===== src/common/fpm_pkg.sv =====
// Shared constants and types for flash protection and memory select
package fpm_pkg;
  // ----------------------------------------------------------------
  // Widths
  // ----------------------------------------------------------------
  localparam int ADDR_W   = 16;
  localparam int DATA_W   = 8;
  localparam int NUM_MAIN = 8;
  localparam int NUM_BOOT = 4;
  localparam int NUM_SEC  = NUM_MAIN + NUM_BOOT;
  localparam int CNT_W    = 12;
  // ----------------------------------------------------------------
  // Flash command sequences
  // ----------------------------------------------------------------
  localparam logic [11:0] UNLK1_ADDR   = 12'hAAA;
  localparam logic [7:0]  UNLK1_DATA   = 8'hAA;
  localparam logic [11:0] UNLK2_ADDR   = 12'h554;
  localparam logic [7:0]  UNLK2_DATA   = 8'h55;
  localparam logic [7:0]  CMD_RESET    = 8'hF0;
  localparam logic [7:0]  CMD_PROG     = 8'hA0;
  localparam logic [7:0]  CMD_ERASE    = 8'h80;
  localparam logic [7:0]  CMD_BULK     = 8'h10;
  localparam logic [7:0]  CMD_SECTOR   = 8'h30;
  localparam logic [7:0]  CMD_PROT_RD  = 8'h90;
  localparam logic [7:0]  ERASED_WORD  = 8'hFF;
  localparam int          STAT_ERR_BIT = 5;
  localparam int          STAT_BSY_BIT = 6;
  // ----------------------------------------------------------------
  // Configuration register space offsets and fields
  // ----------------------------------------------------------------
  localparam logic [7:0] OFS_MAIN_PROT = 8'hC0;
  localparam logic [7:0] OFS_BOOT_PROT = 8'hC2;
  localparam logic [7:0] OFS_SPACE_MAP = 8'hC4;
  localparam int         BOOT_SEC_BIT  = 7;
  localparam int MAP_PIO       = 7;
  localparam int MAP_MAIN_DATA = 4;
  localparam int MAP_BOOT_DATA = 3;
  localparam int MAP_MAIN_CODE = 2;
  localparam int MAP_BOOT_CODE = 1;
  localparam int MAP_SRAM_CODE = 0;
  localparam logic [7:0] MAP_SEPARATE = 8'h0C;
  localparam logic [7:0] MAP_RSVD     = 8'h60;
  // ----------------------------------------------------------------
  // Timing
  // ----------------------------------------------------------------
  localparam int CLK_MHZ      = 100;
  localparam int RST_WAIT_US  = 25;
  localparam int RST_WAIT_CYC = RST_WAIT_US * CLK_MHZ;
  // ----------------------------------------------------------------
  // Types
  // ----------------------------------------------------------------
  typedef enum logic [1:0] {
    OP_READ  = 2'b00,
    OP_FETCH = 2'b01,
    OP_WRITE = 2'b10
  } fpm_op_e;

  typedef enum logic [3:0] {
    FS_IDLE = 4'b0000, FS_U1   = 4'b0001, FS_U2   = 4'b0010,
    FS_ARM  = 4'b0011, FS_E0   = 4'b0100, FS_E1   = 4'b0101,
    FS_E2   = 4'b0110, FS_PROG = 4'b0111, FS_BULK = 4'b1000,
    FS_SECT = 4'b1001, FS_ERR  = 4'b1010, FS_RSTW = 4'b1011,
    FS_PROT = 4'b1100
  } fpm_fstate_e;

  typedef enum logic [1:0] {
    HS_IDLE = 2'b00, HS_STROBE = 2'b01, HS_WAIT = 2'b10, HS_RST = 2'b11
  } fpm_hstate_e;
endpackage : fpm_pkg


===== src/common/fpm_bus_if.sv =====
// Host bus between microcontroller end and memory device end
`timescale 1ns/10ps
interface fpm_bus_if;
  import fpm_pkg::*;
  logic [ADDR_W-1:0] addr;
  logic [DATA_W-1:0] wdata;
  logic              wr;
  logic              rd;
  logic              fetch;
  logic              ext_reset;
  logic [DATA_W-1:0] rdata;
  logic              ack;
  logic              drive;
  logic              busy;

  modport dev (
    input  addr, wdata, wr, rd, fetch, ext_reset,
    output rdata, ack, drive, busy
  );
  modport host (
    output addr, wdata, wr, rd, fetch, ext_reset,
    input  rdata, ack, drive, busy
  );
endinterface : fpm_bus_if


===== src/core/fpm_device.sv =====
// Flash protection, flash command engine and memory select device end
`timescale 1ns/10ps
// What this block does
// - Each main and boot sector has protection
// - Protection readable, changed only by programming path
// - Program or erase on protected sector discarded
// - Verify read returns protected sector data
// - Protection readable by registers and command
// - Main status bit i is sector i
// - Boot status bits 3..0 are boot sectors
// - Boot status bit 7 shows security lock
// - Reset command single or after unlock
// - Host resets after status reads and errors
// - Reset immediate, or 25 us after error
// - Reset ignored during program or bulk erase
// - Reset aborts sector erase within 25 us
// - Reset pin aborts operation, up to 25 us
// - Host holds reset pin at least 25 us
// - SRAM answers only while selected
// - All selects come from decode array
// - Boot sector wins over main sector
// - SRAM and config win over flash; peripheral I/O only while enabled in the space map
// - Same-level selects never overlap
// - Space map gates strobes per memory
// - Space map resets separate, host rewritable
module fpm_device
  import fpm_pkg::*;
#(
  parameter int              WORD_AW     = 2,
  parameter int              SRAM_AW     = 3,
  parameter int              PROG_CYC    = 20,
  parameter int              ERASE_CYC   = 200,
  parameter int              SEC_SHIFT   = 12,
  parameter logic [15:0]     MAIN_ORIGIN = 16'h8000,
  parameter logic [15:0]     BOOT_ORIGIN = 16'h0000,
  parameter logic [15:0]     SRAM_BASE   = 16'h7000,
  parameter logic [15:0]     SRAM_MASK   = 16'hF800,
  parameter logic [15:0]     CFG_BASE    = 16'h7800,
  parameter logic [15:0]     CFG_MASK    = 16'hFF00,
  parameter logic [15:0]     PIO_BASE    = 16'h7900,
  parameter logic [15:0]     PIO_MASK    = 16'hFF00,
  parameter logic [7:0]      MAP_INIT    = MAP_SEPARATE
) (
  input  wire logic          clk,
  input  wire logic          sys_rst,
  fpm_bus_if.dev             bus,
  input  wire logic          prog_we,
  input  wire logic [7:0]    prog_main_prot,
  input  wire logic [3:0]    prog_boot_prot,
  input  wire logic          prog_secure,
  input  wire logic [7:0]    pio_rdata,
  output logic               pio_rd,
  output logic               pio_wr,
  output logic [7:0]         pio_wdata,
  output logic [7:0]         space_map
);
  // ----------------------------------------------------------------
  // State
  // ----------------------------------------------------------------
  localparam int WPS   = 1 << WORD_AW;
  localparam int SWRDS = 1 << SRAM_AW;

  typedef struct packed {
    logic                sram;
    logic                cfg;
    logic                pio;
    logic                flash;
    logic [3:0]          sec;
  } fpm_hit_s;

  typedef struct packed {
    fpm_fstate_e                        fst;
    logic [CNT_W-1:0]                   cnt;
    logic                               err;
    logic [3:0]                         tsec;
    logic [WORD_AW-1:0]                 tword;
    logic [7:0]                         tdata;
    logic [NUM_SEC-1:0]                 emask;
    logic [NUM_MAIN-1:0]                main_prot;
    logic [NUM_BOOT-1:0]                boot_prot;
    logic                               secure;
    logic [7:0]                         map;
    logic [NUM_SEC-1:0][WPS-1:0][7:0]   mem;
    logic [SWRDS-1:0][7:0]              sram;
    logic [7:0]                         rdata;
    logic                               ack;
    logic                               drive;
    logic                               busy;
    logic                               pio_rd;
    logic                               pio_wr;
    logic [7:0]                         pio_wdata;
  } fpm_dev_s;

  fpm_dev_s q;
  fpm_dev_s next_q;

  // ----------------------------------------------------------------
  // Address decode array with priority and space gating
  // ----------------------------------------------------------------
  function automatic fpm_hit_s decode(input logic [15:0] a,
                                      input logic [7:0]  m,
                                      input logic        code);
    fpm_hit_s    h;
    logic        mhit;
    logic        bhit;
    logic [3:0]  msec;
    logic [3:0]  bsec;
    logic [15:0] sa;
    h    = '0;
    mhit = 1'b0;
    bhit = 1'b0;
    msec = '0;
    bsec = '0;
    sa   = a >> SEC_SHIFT;
    for (int i = 0; i < NUM_MAIN; i++) begin
      if (sa == (MAIN_ORIGIN >> SEC_SHIFT) + 16'(i)) begin
        mhit = 1'b1;
        msec = 4'(i);
      end
    end
    for (int i = 0; i < NUM_BOOT; i++) begin
      if (sa == (BOOT_ORIGIN >> SEC_SHIFT) + 16'(i)) begin
        bhit = 1'b1;
        bsec = 4'(NUM_MAIN + i);
      end
    end
    // A gated SRAM or config level still hides the flash below it; PIO switched off in the map does not
    if ((a & SRAM_MASK) == SRAM_BASE) begin
      h.sram = code ? m[MAP_SRAM_CODE] : 1'b1;
    end else if ((a & CFG_MASK) == CFG_BASE) begin
      h.cfg = ~code;
    end else if ((a & PIO_MASK) == PIO_BASE && m[MAP_PIO]) begin
      h.pio = ~code;
    end else if (bhit) begin
      h.flash = code ? m[MAP_BOOT_CODE] : m[MAP_BOOT_DATA];
      h.sec   = bsec;
    end else if (mhit) begin
      h.flash = code ? m[MAP_MAIN_CODE] : m[MAP_MAIN_DATA];
      h.sec   = msec;
    end
    return h;
  endfunction : decode

  // ----------------------------------------------------------------
  // Next state
  // ----------------------------------------------------------------
  fpm_hit_s           h;
  logic [NUM_SEC-1:0] prot;
  logic [7:0]         d;
  logic [11:0]        a12;
  logic               fwr;
  logic               is_rst;

  always_comb begin
    next_q        = q;
    next_q.ack    = 1'b0;
    next_q.drive  = 1'b0;
    next_q.pio_rd = 1'b0;
    next_q.pio_wr = 1'b0;
    h      = decode(bus.addr, q.map, bus.fetch);
    prot   = {q.boot_prot, q.main_prot};
    d      = bus.wdata;
    a12    = bus.addr[11:0];
    fwr    = bus.wr && h.flash;
    is_rst = fwr && d == CMD_RESET;
    if (prog_we) begin
      next_q.main_prot = prog_main_prot;
      next_q.boot_prot = prog_boot_prot;
      next_q.secure    = prog_secure;
    end
    // Stale read data never rides on a write ack
    if (bus.rd || bus.fetch || bus.wr) begin
      next_q.ack   = 1'b1;
      next_q.rdata = '0;
    end
    // Reads: only a selected, ungated target drives the bus
    if (bus.rd || bus.fetch) begin
      next_q.drive = h.sram | h.cfg | h.pio | h.flash;
      next_q.rdata = '0;
      if (h.sram) begin
        next_q.rdata = q.sram[bus.addr[SRAM_AW-1:0]];
      end else if (h.cfg) begin
        unique case (bus.addr[7:0])
          OFS_MAIN_PROT: next_q.rdata = q.main_prot;
          OFS_BOOT_PROT: begin
            next_q.rdata[NUM_BOOT-1:0] = q.boot_prot;
            next_q.rdata[BOOT_SEC_BIT] = q.secure;
          end
          OFS_SPACE_MAP: next_q.rdata = q.map;
          default:       next_q.rdata = '0;
        endcase
      end else if (h.pio) begin
        next_q.pio_rd = 1'b1;
        next_q.rdata  = pio_rdata;
      end else if (h.flash) begin
        if (q.fst == FS_PROT) begin
          next_q.rdata = {7'h00, prot[h.sec]};
        end else if (q.busy) begin
          next_q.rdata[STAT_ERR_BIT] = q.err;
          next_q.rdata[STAT_BSY_BIT] = 1'b1;
        end else begin
          next_q.rdata = q.mem[h.sec][bus.addr[WORD_AW-1:0]];
        end
      end
    end
    // Writes to SRAM, config space and peripheral I/O
    if (bus.wr && h.sram) begin
      next_q.sram[bus.addr[SRAM_AW-1:0]] = d;
    end
    if (bus.wr && h.cfg && bus.addr[7:0] == OFS_SPACE_MAP) begin
      next_q.map = d & ~MAP_RSVD;
    end
    if (bus.wr && h.pio) begin
      next_q.pio_wr    = 1'b1;
      next_q.pio_wdata = d;
    end
    // Flash command engine
    unique case (q.fst)
      FS_IDLE, FS_PROT: begin
        if (is_rst) begin
          next_q.fst = FS_IDLE;
        end else if (fwr && a12 == UNLK1_ADDR && d == UNLK1_DATA) begin
          next_q.fst = FS_U1;
        end
      end
      FS_U1: begin
        if (fwr) begin
          next_q.fst = (a12 == UNLK2_ADDR && d == UNLK2_DATA) ? FS_U2
                                                             : FS_IDLE;
        end
      end
      FS_U2: begin
        if (fwr) begin
          unique case (d)
            CMD_PROG:    next_q.fst = FS_ARM;
            CMD_ERASE:   next_q.fst = FS_E0;
            CMD_PROT_RD: next_q.fst = FS_PROT;
            default:     next_q.fst = FS_IDLE;
          endcase
        end
      end
      FS_ARM: begin
        if (fwr) begin
          next_q.tsec  = h.sec;
          next_q.tword = bus.addr[WORD_AW-1:0];
          next_q.tdata = d;
          next_q.cnt   = '0;
          next_q.err   = |(d & ~q.mem[h.sec][bus.addr[WORD_AW-1:0]]);
          next_q.fst   = prot[h.sec] ? FS_IDLE : FS_PROG;
        end
      end
      FS_E0: begin
        if (fwr) begin
          next_q.fst = (a12 == UNLK1_ADDR && d == UNLK1_DATA) ? FS_E1
                                                             : FS_IDLE;
        end
      end
      FS_E1: begin
        if (fwr) begin
          next_q.fst = (a12 == UNLK2_ADDR && d == UNLK2_DATA) ? FS_E2
                                                             : FS_IDLE;
        end
      end
      FS_E2: begin
        if (fwr) begin
          next_q.cnt = '0;
          next_q.fst = FS_IDLE;
          if (d == CMD_BULK) begin
            next_q.emask = ~prot;
            next_q.fst   = FS_BULK;
          end else if (d == CMD_SECTOR && !prot[h.sec]) begin
            next_q.emask        = '0;
            next_q.emask[h.sec] = 1'b1;
            next_q.fst          = FS_SECT;
          end
        end
      end
      FS_PROG: begin
        next_q.cnt = q.cnt + 1'b1;
        if (q.cnt == CNT_W'(PROG_CYC - 1)) begin
          next_q.mem[q.tsec][q.tword] = q.mem[q.tsec][q.tword] & q.tdata;
          next_q.fst = q.err ? FS_ERR : FS_IDLE;
        end
      end
      FS_BULK, FS_SECT: begin
        next_q.cnt = q.cnt + 1'b1;
        if (q.fst == FS_SECT && is_rst) begin
          next_q.cnt = '0;
          next_q.fst = FS_RSTW;
        end else if (q.cnt == CNT_W'(ERASE_CYC - 1)) begin
          for (int s = 0; s < NUM_SEC; s++) begin
            if (q.emask[s]) begin
              next_q.mem[s] = {WPS{ERASED_WORD}};
            end
          end
          next_q.fst = FS_IDLE;
        end
      end
      FS_ERR: begin
        if (is_rst) begin
          next_q.cnt = '0;
          next_q.fst = FS_RSTW;
        end
      end
      FS_RSTW: begin
        next_q.cnt = q.cnt + 1'b1;
        if (q.cnt == CNT_W'(RST_WAIT_CYC - 1)) begin
          next_q.err = 1'b0;
          next_q.fst = FS_IDLE;
        end
      end
      default: next_q.fst = FS_IDLE;
    endcase
    // Pin reset outranks everything; a busy flash settles first
    if (bus.ext_reset) begin
      next_q.cnt = '0;
      if (q.busy) begin
        next_q.fst = FS_RSTW;
      end else begin
        next_q.fst = FS_IDLE;
      end
    end
    next_q.busy = next_q.fst inside {FS_PROG, FS_BULK, FS_SECT,
                                     FS_ERR, FS_RSTW};
  end

  always_ff @(posedge clk or posedge sys_rst) begin
    if (sys_rst) begin
      q     <= '0;
      q.fst <= FS_IDLE;
      q.map <= MAP_INIT;
      q.mem <= '1;
    end else begin
      q <= next_q;
    end
  end

  // ----------------------------------------------------------------
  // Outputs
  // ----------------------------------------------------------------
  assign bus.rdata = q.rdata;
  assign bus.ack   = q.ack;
  assign bus.drive = q.drive;
  assign bus.busy  = q.busy;
  assign pio_rd    = q.pio_rd;
  assign pio_wr    = q.pio_wr;
  assign pio_wdata = q.pio_wdata;
  assign space_map = q.map;
endmodule : fpm_device


===== src/flat_wrapper.sv =====
// flat-port wrapper written by rule: the top's interface ports become plain ports
module fpm_device_flat import fpm_pkg::*;
#(
  parameter int              WORD_AW     = 2,
  parameter int              SRAM_AW     = 3,
  parameter int              PROG_CYC    = 20,
  parameter int              ERASE_CYC   = 200,
  parameter int              SEC_SHIFT   = 12,
  parameter logic [15:0]     MAIN_ORIGIN = 16'h8000,
  parameter logic [15:0]     BOOT_ORIGIN = 16'h0000,
  parameter logic [15:0]     SRAM_BASE   = 16'h7000,
  parameter logic [15:0]     SRAM_MASK   = 16'hF800,
  parameter logic [15:0]     CFG_BASE    = 16'h7800,
  parameter logic [15:0]     CFG_MASK    = 16'hFF00,
  parameter logic [15:0]     PIO_BASE    = 16'h7900,
  parameter logic [15:0]     PIO_MASK    = 16'hFF00,
  parameter logic [7:0]      MAP_INIT    = MAP_SEPARATE
)
  (clk, sys_rst, prog_we, prog_main_prot, prog_boot_prot, prog_secure, pio_rdata, pio_rd, pio_wr, pio_wdata, space_map, bus_addr, bus_wdata, bus_wr, bus_rd, bus_fetch, bus_ext_reset, bus_rdata, bus_ack, bus_drive, bus_busy);
  fpm_bus_if bus_i ();
  input  wire logic clk;
  input  wire logic sys_rst;
  input  wire logic prog_we;
  input  wire logic [7:0] prog_main_prot;
  input  wire logic [3:0] prog_boot_prot;
  input  wire logic prog_secure;
  input  wire logic [7:0] pio_rdata;
  output logic pio_rd;
  output logic pio_wr;
  output logic [7:0] pio_wdata;
  output logic [7:0] space_map;
  input wire logic [$bits(bus_i.addr)-1:0] bus_addr;
  input wire logic [$bits(bus_i.wdata)-1:0] bus_wdata;
  input wire logic [$bits(bus_i.wr)-1:0] bus_wr;
  input wire logic [$bits(bus_i.rd)-1:0] bus_rd;
  input wire logic [$bits(bus_i.fetch)-1:0] bus_fetch;
  input wire logic [$bits(bus_i.ext_reset)-1:0] bus_ext_reset;
  output wire logic [$bits(bus_i.rdata)-1:0] bus_rdata;
  output wire logic [$bits(bus_i.ack)-1:0] bus_ack;
  output wire logic [$bits(bus_i.drive)-1:0] bus_drive;
  output wire logic [$bits(bus_i.busy)-1:0] bus_busy;
  assign bus_i.addr = bus_addr;
  assign bus_i.wdata = bus_wdata;
  assign bus_i.wr = bus_wr;
  assign bus_i.rd = bus_rd;
  assign bus_i.fetch = bus_fetch;
  assign bus_i.ext_reset = bus_ext_reset;
  assign bus_rdata = bus_i.rdata;
  assign bus_ack = bus_i.ack;
  assign bus_drive = bus_i.drive;
  assign bus_busy = bus_i.busy;
  fpm_device #(.WORD_AW(WORD_AW), .SRAM_AW(SRAM_AW), .PROG_CYC(PROG_CYC), .ERASE_CYC(ERASE_CYC), .SEC_SHIFT(SEC_SHIFT), .MAIN_ORIGIN(MAIN_ORIGIN), .BOOT_ORIGIN(BOOT_ORIGIN), .SRAM_BASE(SRAM_BASE), .SRAM_MASK(SRAM_MASK), .CFG_BASE(CFG_BASE), .CFG_MASK(CFG_MASK), .PIO_BASE(PIO_BASE), .PIO_MASK(PIO_MASK), .MAP_INIT(MAP_INIT)) u_core (.clk(clk), .sys_rst(sys_rst), .bus(bus_i), .prog_we(prog_we), .prog_main_prot(prog_main_prot), .prog_boot_prot(prog_boot_prot), .prog_secure(prog_secure), .pio_rdata(pio_rdata), .pio_rd(pio_rd), .pio_wr(pio_wr), .pio_wdata(pio_wdata), .space_map(space_map));
endmodule

===== config.mk =====
export PLATFORM = sky130hd
export DESIGN_NAME = fpm_device_flat
export DESIGN_NICKNAME = d
export VERILOG_FILES = /design/src/common/fpm_pkg.sv /design/src/common/fpm_bus_if.sv /design/src/core/fpm_device.sv /design/src/flat_wrapper.sv
export SDC_FILE = /design/constraint.sdc
export NUM_CORES = 2
export LEC_CHECK = 0
export BUFFER_PORTS_ARGS = -buffer_cell sky130_fd_sc_hd__buf_2
export CAP_MARGIN = 15
export CORE_MARGIN = 3
export CORE_UTILIZATION = 62
export CTS_BUF_LIST = sky130_fd_sc_hd__clkbuf_4 sky130_fd_sc_hd__clkbuf_8
export DETAILED_ROUTE_END_ITERATION = 10
export PLACE_DENSITY = 0.9
export SYNTH_ARGS = -nofsm -noshare
export SYNTH_HDL_FRONTEND = slang
export SYNTH_SLANG_ARGS = --single-unit
export TNS_END_PERCENT = 50

===== constraint.sdc =====
create_clock -name clk -period 18.5 [get_ports clk]
set_input_delay 2.775 -clock clk [delete_from_list [all_inputs] [get_ports clk]]
set_output_delay 2.775 -clock clk [all_outputs]
set_load 0.02 [all_outputs]

==> key figures <==
Detailed routing
  • Initial detailed-routing violation count: 4387
  • Total wire length: 105 mm
  • Remaining antenna violation count: 0
  • Residual DRC: 0
  • Vias/cell: 7.45
  • Drt first pass iters: 10
  • Vias: 26200
  • DR WL/cell: 29.7 um

Synth
  • Synth warn: 0
  • Post-Syn Area: 0.0297 mm2
  • Post-synthesis xor/xnor area fraction: 0.00148
  • EDFF count, synth: 0
  • Area contributors post-synth: dfstp_2 (34%), dfrtp_1 (12%), mux4_2 (11%)
  • Yosys top cell area share: 0.342
  • Seq/Total Area, Yosys: 0.464
  • Register bit total from synthesis: 531
  • Largest family of logic cells by synthesized area: multiplexers
  • Count leader, synth: a21oi_1
  • Async set or reset register ratio after synthesis: 1.00
  • Compound-Gate Fraction of Synth Area: 0.178
  • Count of unique library cells instantiated by Yosys: 88
  • Adder-cell share of the synthesized area: 0.000422
  • Commonest cells in the synthesized netlist: a21oi_1 (424), dfstp_2 (386), nor2_1 (350)
  • Post-synthesis mux area share: 0.187
  • Main flop type after synthesis: dfstp_2
  • Avg Cell Area, Syn: 10.4 um2
  • Simple-gate share of the synthesized area: 0.111
  • Post-Syn Instances: 2866
  • Yosys top cell by area: dfstp_2

Run status
  • Outcome: finished, final reports clean

Global routing
  • Antenna violations before repair: 7
  • GRT Overall Usage: 0.412
  • GRT overflow: 0
  • Vias in the first global route: 25400
  • Pin count of the biggest net entering global routing: 198
  • First-pass GRT wire length: 157 mm

Power and ir drop
  • Power density over cell area: 81.2 mW/mm2
  • Switch share: 0.278
  • Peak supply drop: 49.4 uV
  • Tot Pwr: 2.60 mW
  • Switch Pwr: 0.724 mW
  • Flop pwr share: 0.459
  • Clock power share: 0.436
  • Pint: 1.88 mW
  • Pleak: 12.8 nW
  • Combinational Power Share: 0.105

Clocking
  • Worst-Skew Late Latency: 730 ps
  • Clock Sinks: 531
  • Postcts setup bufs: 0
  • Clock Tree Root: clkbuf_8
  • Max Root-Sink Buffers: 3
  • CTS tree: done
  • Hold-fix buffers, CTS: 0
  • Clock buffer count from CTS: 89
  • Clk slew on worst S/H paths: 70 ps
  • H-Tree Depth: 3
  • Post-CTS Resized: 0

Setup path
  • CP Data Required Time: 19110 ps
  • CP Launch Type: input pin
  • Slowest-stage cell, CP: buf_4
  • Critical R2R Launch: u_core.q[512]$_DFFE_PP0P_
  • Crit path launch: bus_addr[13]
  • Slowest stage delay, CP: 790 ps
  • FF-to-FF setup slack: 13680 ps
  • Setup CP Type: in -> reg
  • Top cell by count, worst path: buf_4
  • Crit-path max FO: 62
  • Worst Path Arrival: 7130 ps
  • Crit-path cells: buf_4 -> buf_4 -> nor2b_2 -> buf_4 -> a221oi_1 -> nor2_1 -> a21oi_1 -> nor2_1 -> o221ai_1 -> a221o_1 -> o32a_1
  • Endpoint type of the worst setup path: register

Floorplan
  • Core area: 0.0470 mm2
  • Die area: 0.0505 mm2
  • Row count: 79
  • Die Y: 225 um
  • IO Count: 81
  • Initial Util: 0.632
  • Die Wd: 225 um

STA
  • Endpoints failing hold: 0
  • F_max: 0.153 GHz
  • Setup TNS: 0 ps
  • Tcrit/Tclk final: 0.352
  • Worst-case clock skew: 61.1 ps
  • Final setup viols: 0
  • Slew @ Worst Pin: 1270 ps
  • Minimum clock period: 6520 ps
  • Rel. slew slack: 0.149
  • Setup repair after global routing missed its margin: false
  • Slew Limit Fails: 0

Place
  • Routability cong.: 1.10
  • Port buffer count: 78
  • Post-placement cell count: 3347
  • Post-DP HPWL: 67.3 mm

Final layout
  • Final nets: 2895
  • Post-Layout Cell Count: 3519
  • Final core utilization: 0.683
  • Share of layout cells above drive strength 1: 0.341
  • Area grow syn2layout: 8.04%

Job
  • Max_cap viols: 0

Worst hold path
  • Tightest Hold Check Type: reg -> reg
  • Hold path start: u_core.q[65]$_DFFE_PP0P_
==> cell type report <==
type	count	area, um2
clock buffers	141	1770
repair buffers	163	1090
well taps	607	759
clock inverters	15	151
inverters	64	248
flip-flops and latches	531	13800
diodes	5	12.5
fillers	3395	14900
multi-input cells	1993	14200
==> cell families (layout without fill, tap and decap cells) <==
logic type,after synthesis,after routing
fa+ha+maj,1,1
xor+xnor,5,5
compound gates,887,887
buf+inv,343,383
flops,531,531
simple gates,739,739
other cells,1,7
mux,359,359
==> critical path, delay by kind of cell <==
kind	cells	cell delay [ps]
buffers and inverters	3	1670
AOI/OAI and AO/OA	5	1320
and+or+nand+nor	3	1280
==> state kept, by name, summed over array words and instances (netlist names) <==
| name | flops |
|---|---|
| u_core.bus.busy | 1 |
| u_core.pio_wdata | 8 |
| u_core.pio_wr | 1 |
| u_core.q | 492 |
| u_core.pio_rd | 1 |
| u_core.bus.drive | 1 |
| u_core.bus.ack | 1 |
| u_core.bus.rdata | 8 |
| u_core.prot | 12 |
| u_core.space_map | 6 |
==> layer usage <==
| metal | global-route usage | routed length [um] | share of wire |
|---|---|---|---|
| met2 | 0.599 | 44700 | 0.43 |
| met4 | 0.281 | 8640 | 0.083 |
| met5 | 0 | 103 | 0.00098 |
| met3 | 0.164 | 15100 | 0.14 |
| met1 | 0.510 | 36100 | 0.34 |
==> placed cells by master, fill, tap and decap left out, drive strengths merged, types with 10 or more instances in the layout <==
| cell | n |
|---|---|
| clkbuf | 142 |
| nand2b | 14 |
| buf | 162 |
| mux2i | 117 |
| and3 | 10 |
| dfstp | 386 |
| nand3 | 45 |
| o221ai | 12 |
| nor2 | 356 |
| mux2 | 96 |
| a31oi | 128 |
| a211oi | 23 |
| nand2 | 190 |
| clkinv | 12 |
| mux4 | 146 |
| nor2b | 24 |
| nor3 | 29 |
| a21oi | 429 |
| dfrtp | 145 |
| o21ai | 149 |
| a221oi | 22 |
| inv | 63 |
| o22ai | 15 |
| a22oi | 15 |
| and2 | 10 |
==> stage by stage <==
step	setup WS, ps	hold WS (ps)	instance area, um2
after global routing	12000	497	32000
after CTS	12260	487	31900
final	11980	487	32100
after floorplan	1530	442	29700
after detailed placement	11500	471	30000
after global placement	11580	457	30000
==> power by group through the flow <==
| stage | Sequential, mW | Combinational, mW | Clock [mW] |
|---|---|---|---|
| 2_1_floorplan | 1.20 | 0.174 | 0 |
| 3_3_place_gp | 1.21 | 0.248 | 0 |
| 3_5_place_dp | 1.21 | 0.254 | 0 |
| 4_1_cts | 1.19 | 0.255 | 1.14 |
| 5_1_grt | 1.20 | 0.280 | 1.19 |
| 6_report | 1.20 | 0.272 | 1.13 |
==> path summary, 6_finish.rpt <==
check	to	cells past startpoint
worst min register to register	u_core.q[65]$_DFFE_PP0P_	2
worst min-delay path	u_core.q[65]$_DFFE_PP0P_	2
worst max-delay path	u_core.q[516]$_DFFE_PP0P_	11
max in group asynchronous	u_core.q[515]$_DFFE_PP0P_	3
worst max register to register	u_core.q[413]$_DFFE_PP1P_	9
min in group asynchronous	u_core.q[507]$_DFFE_PP0P_	2
Note: power is estimated with default switching activity, not from simulation.
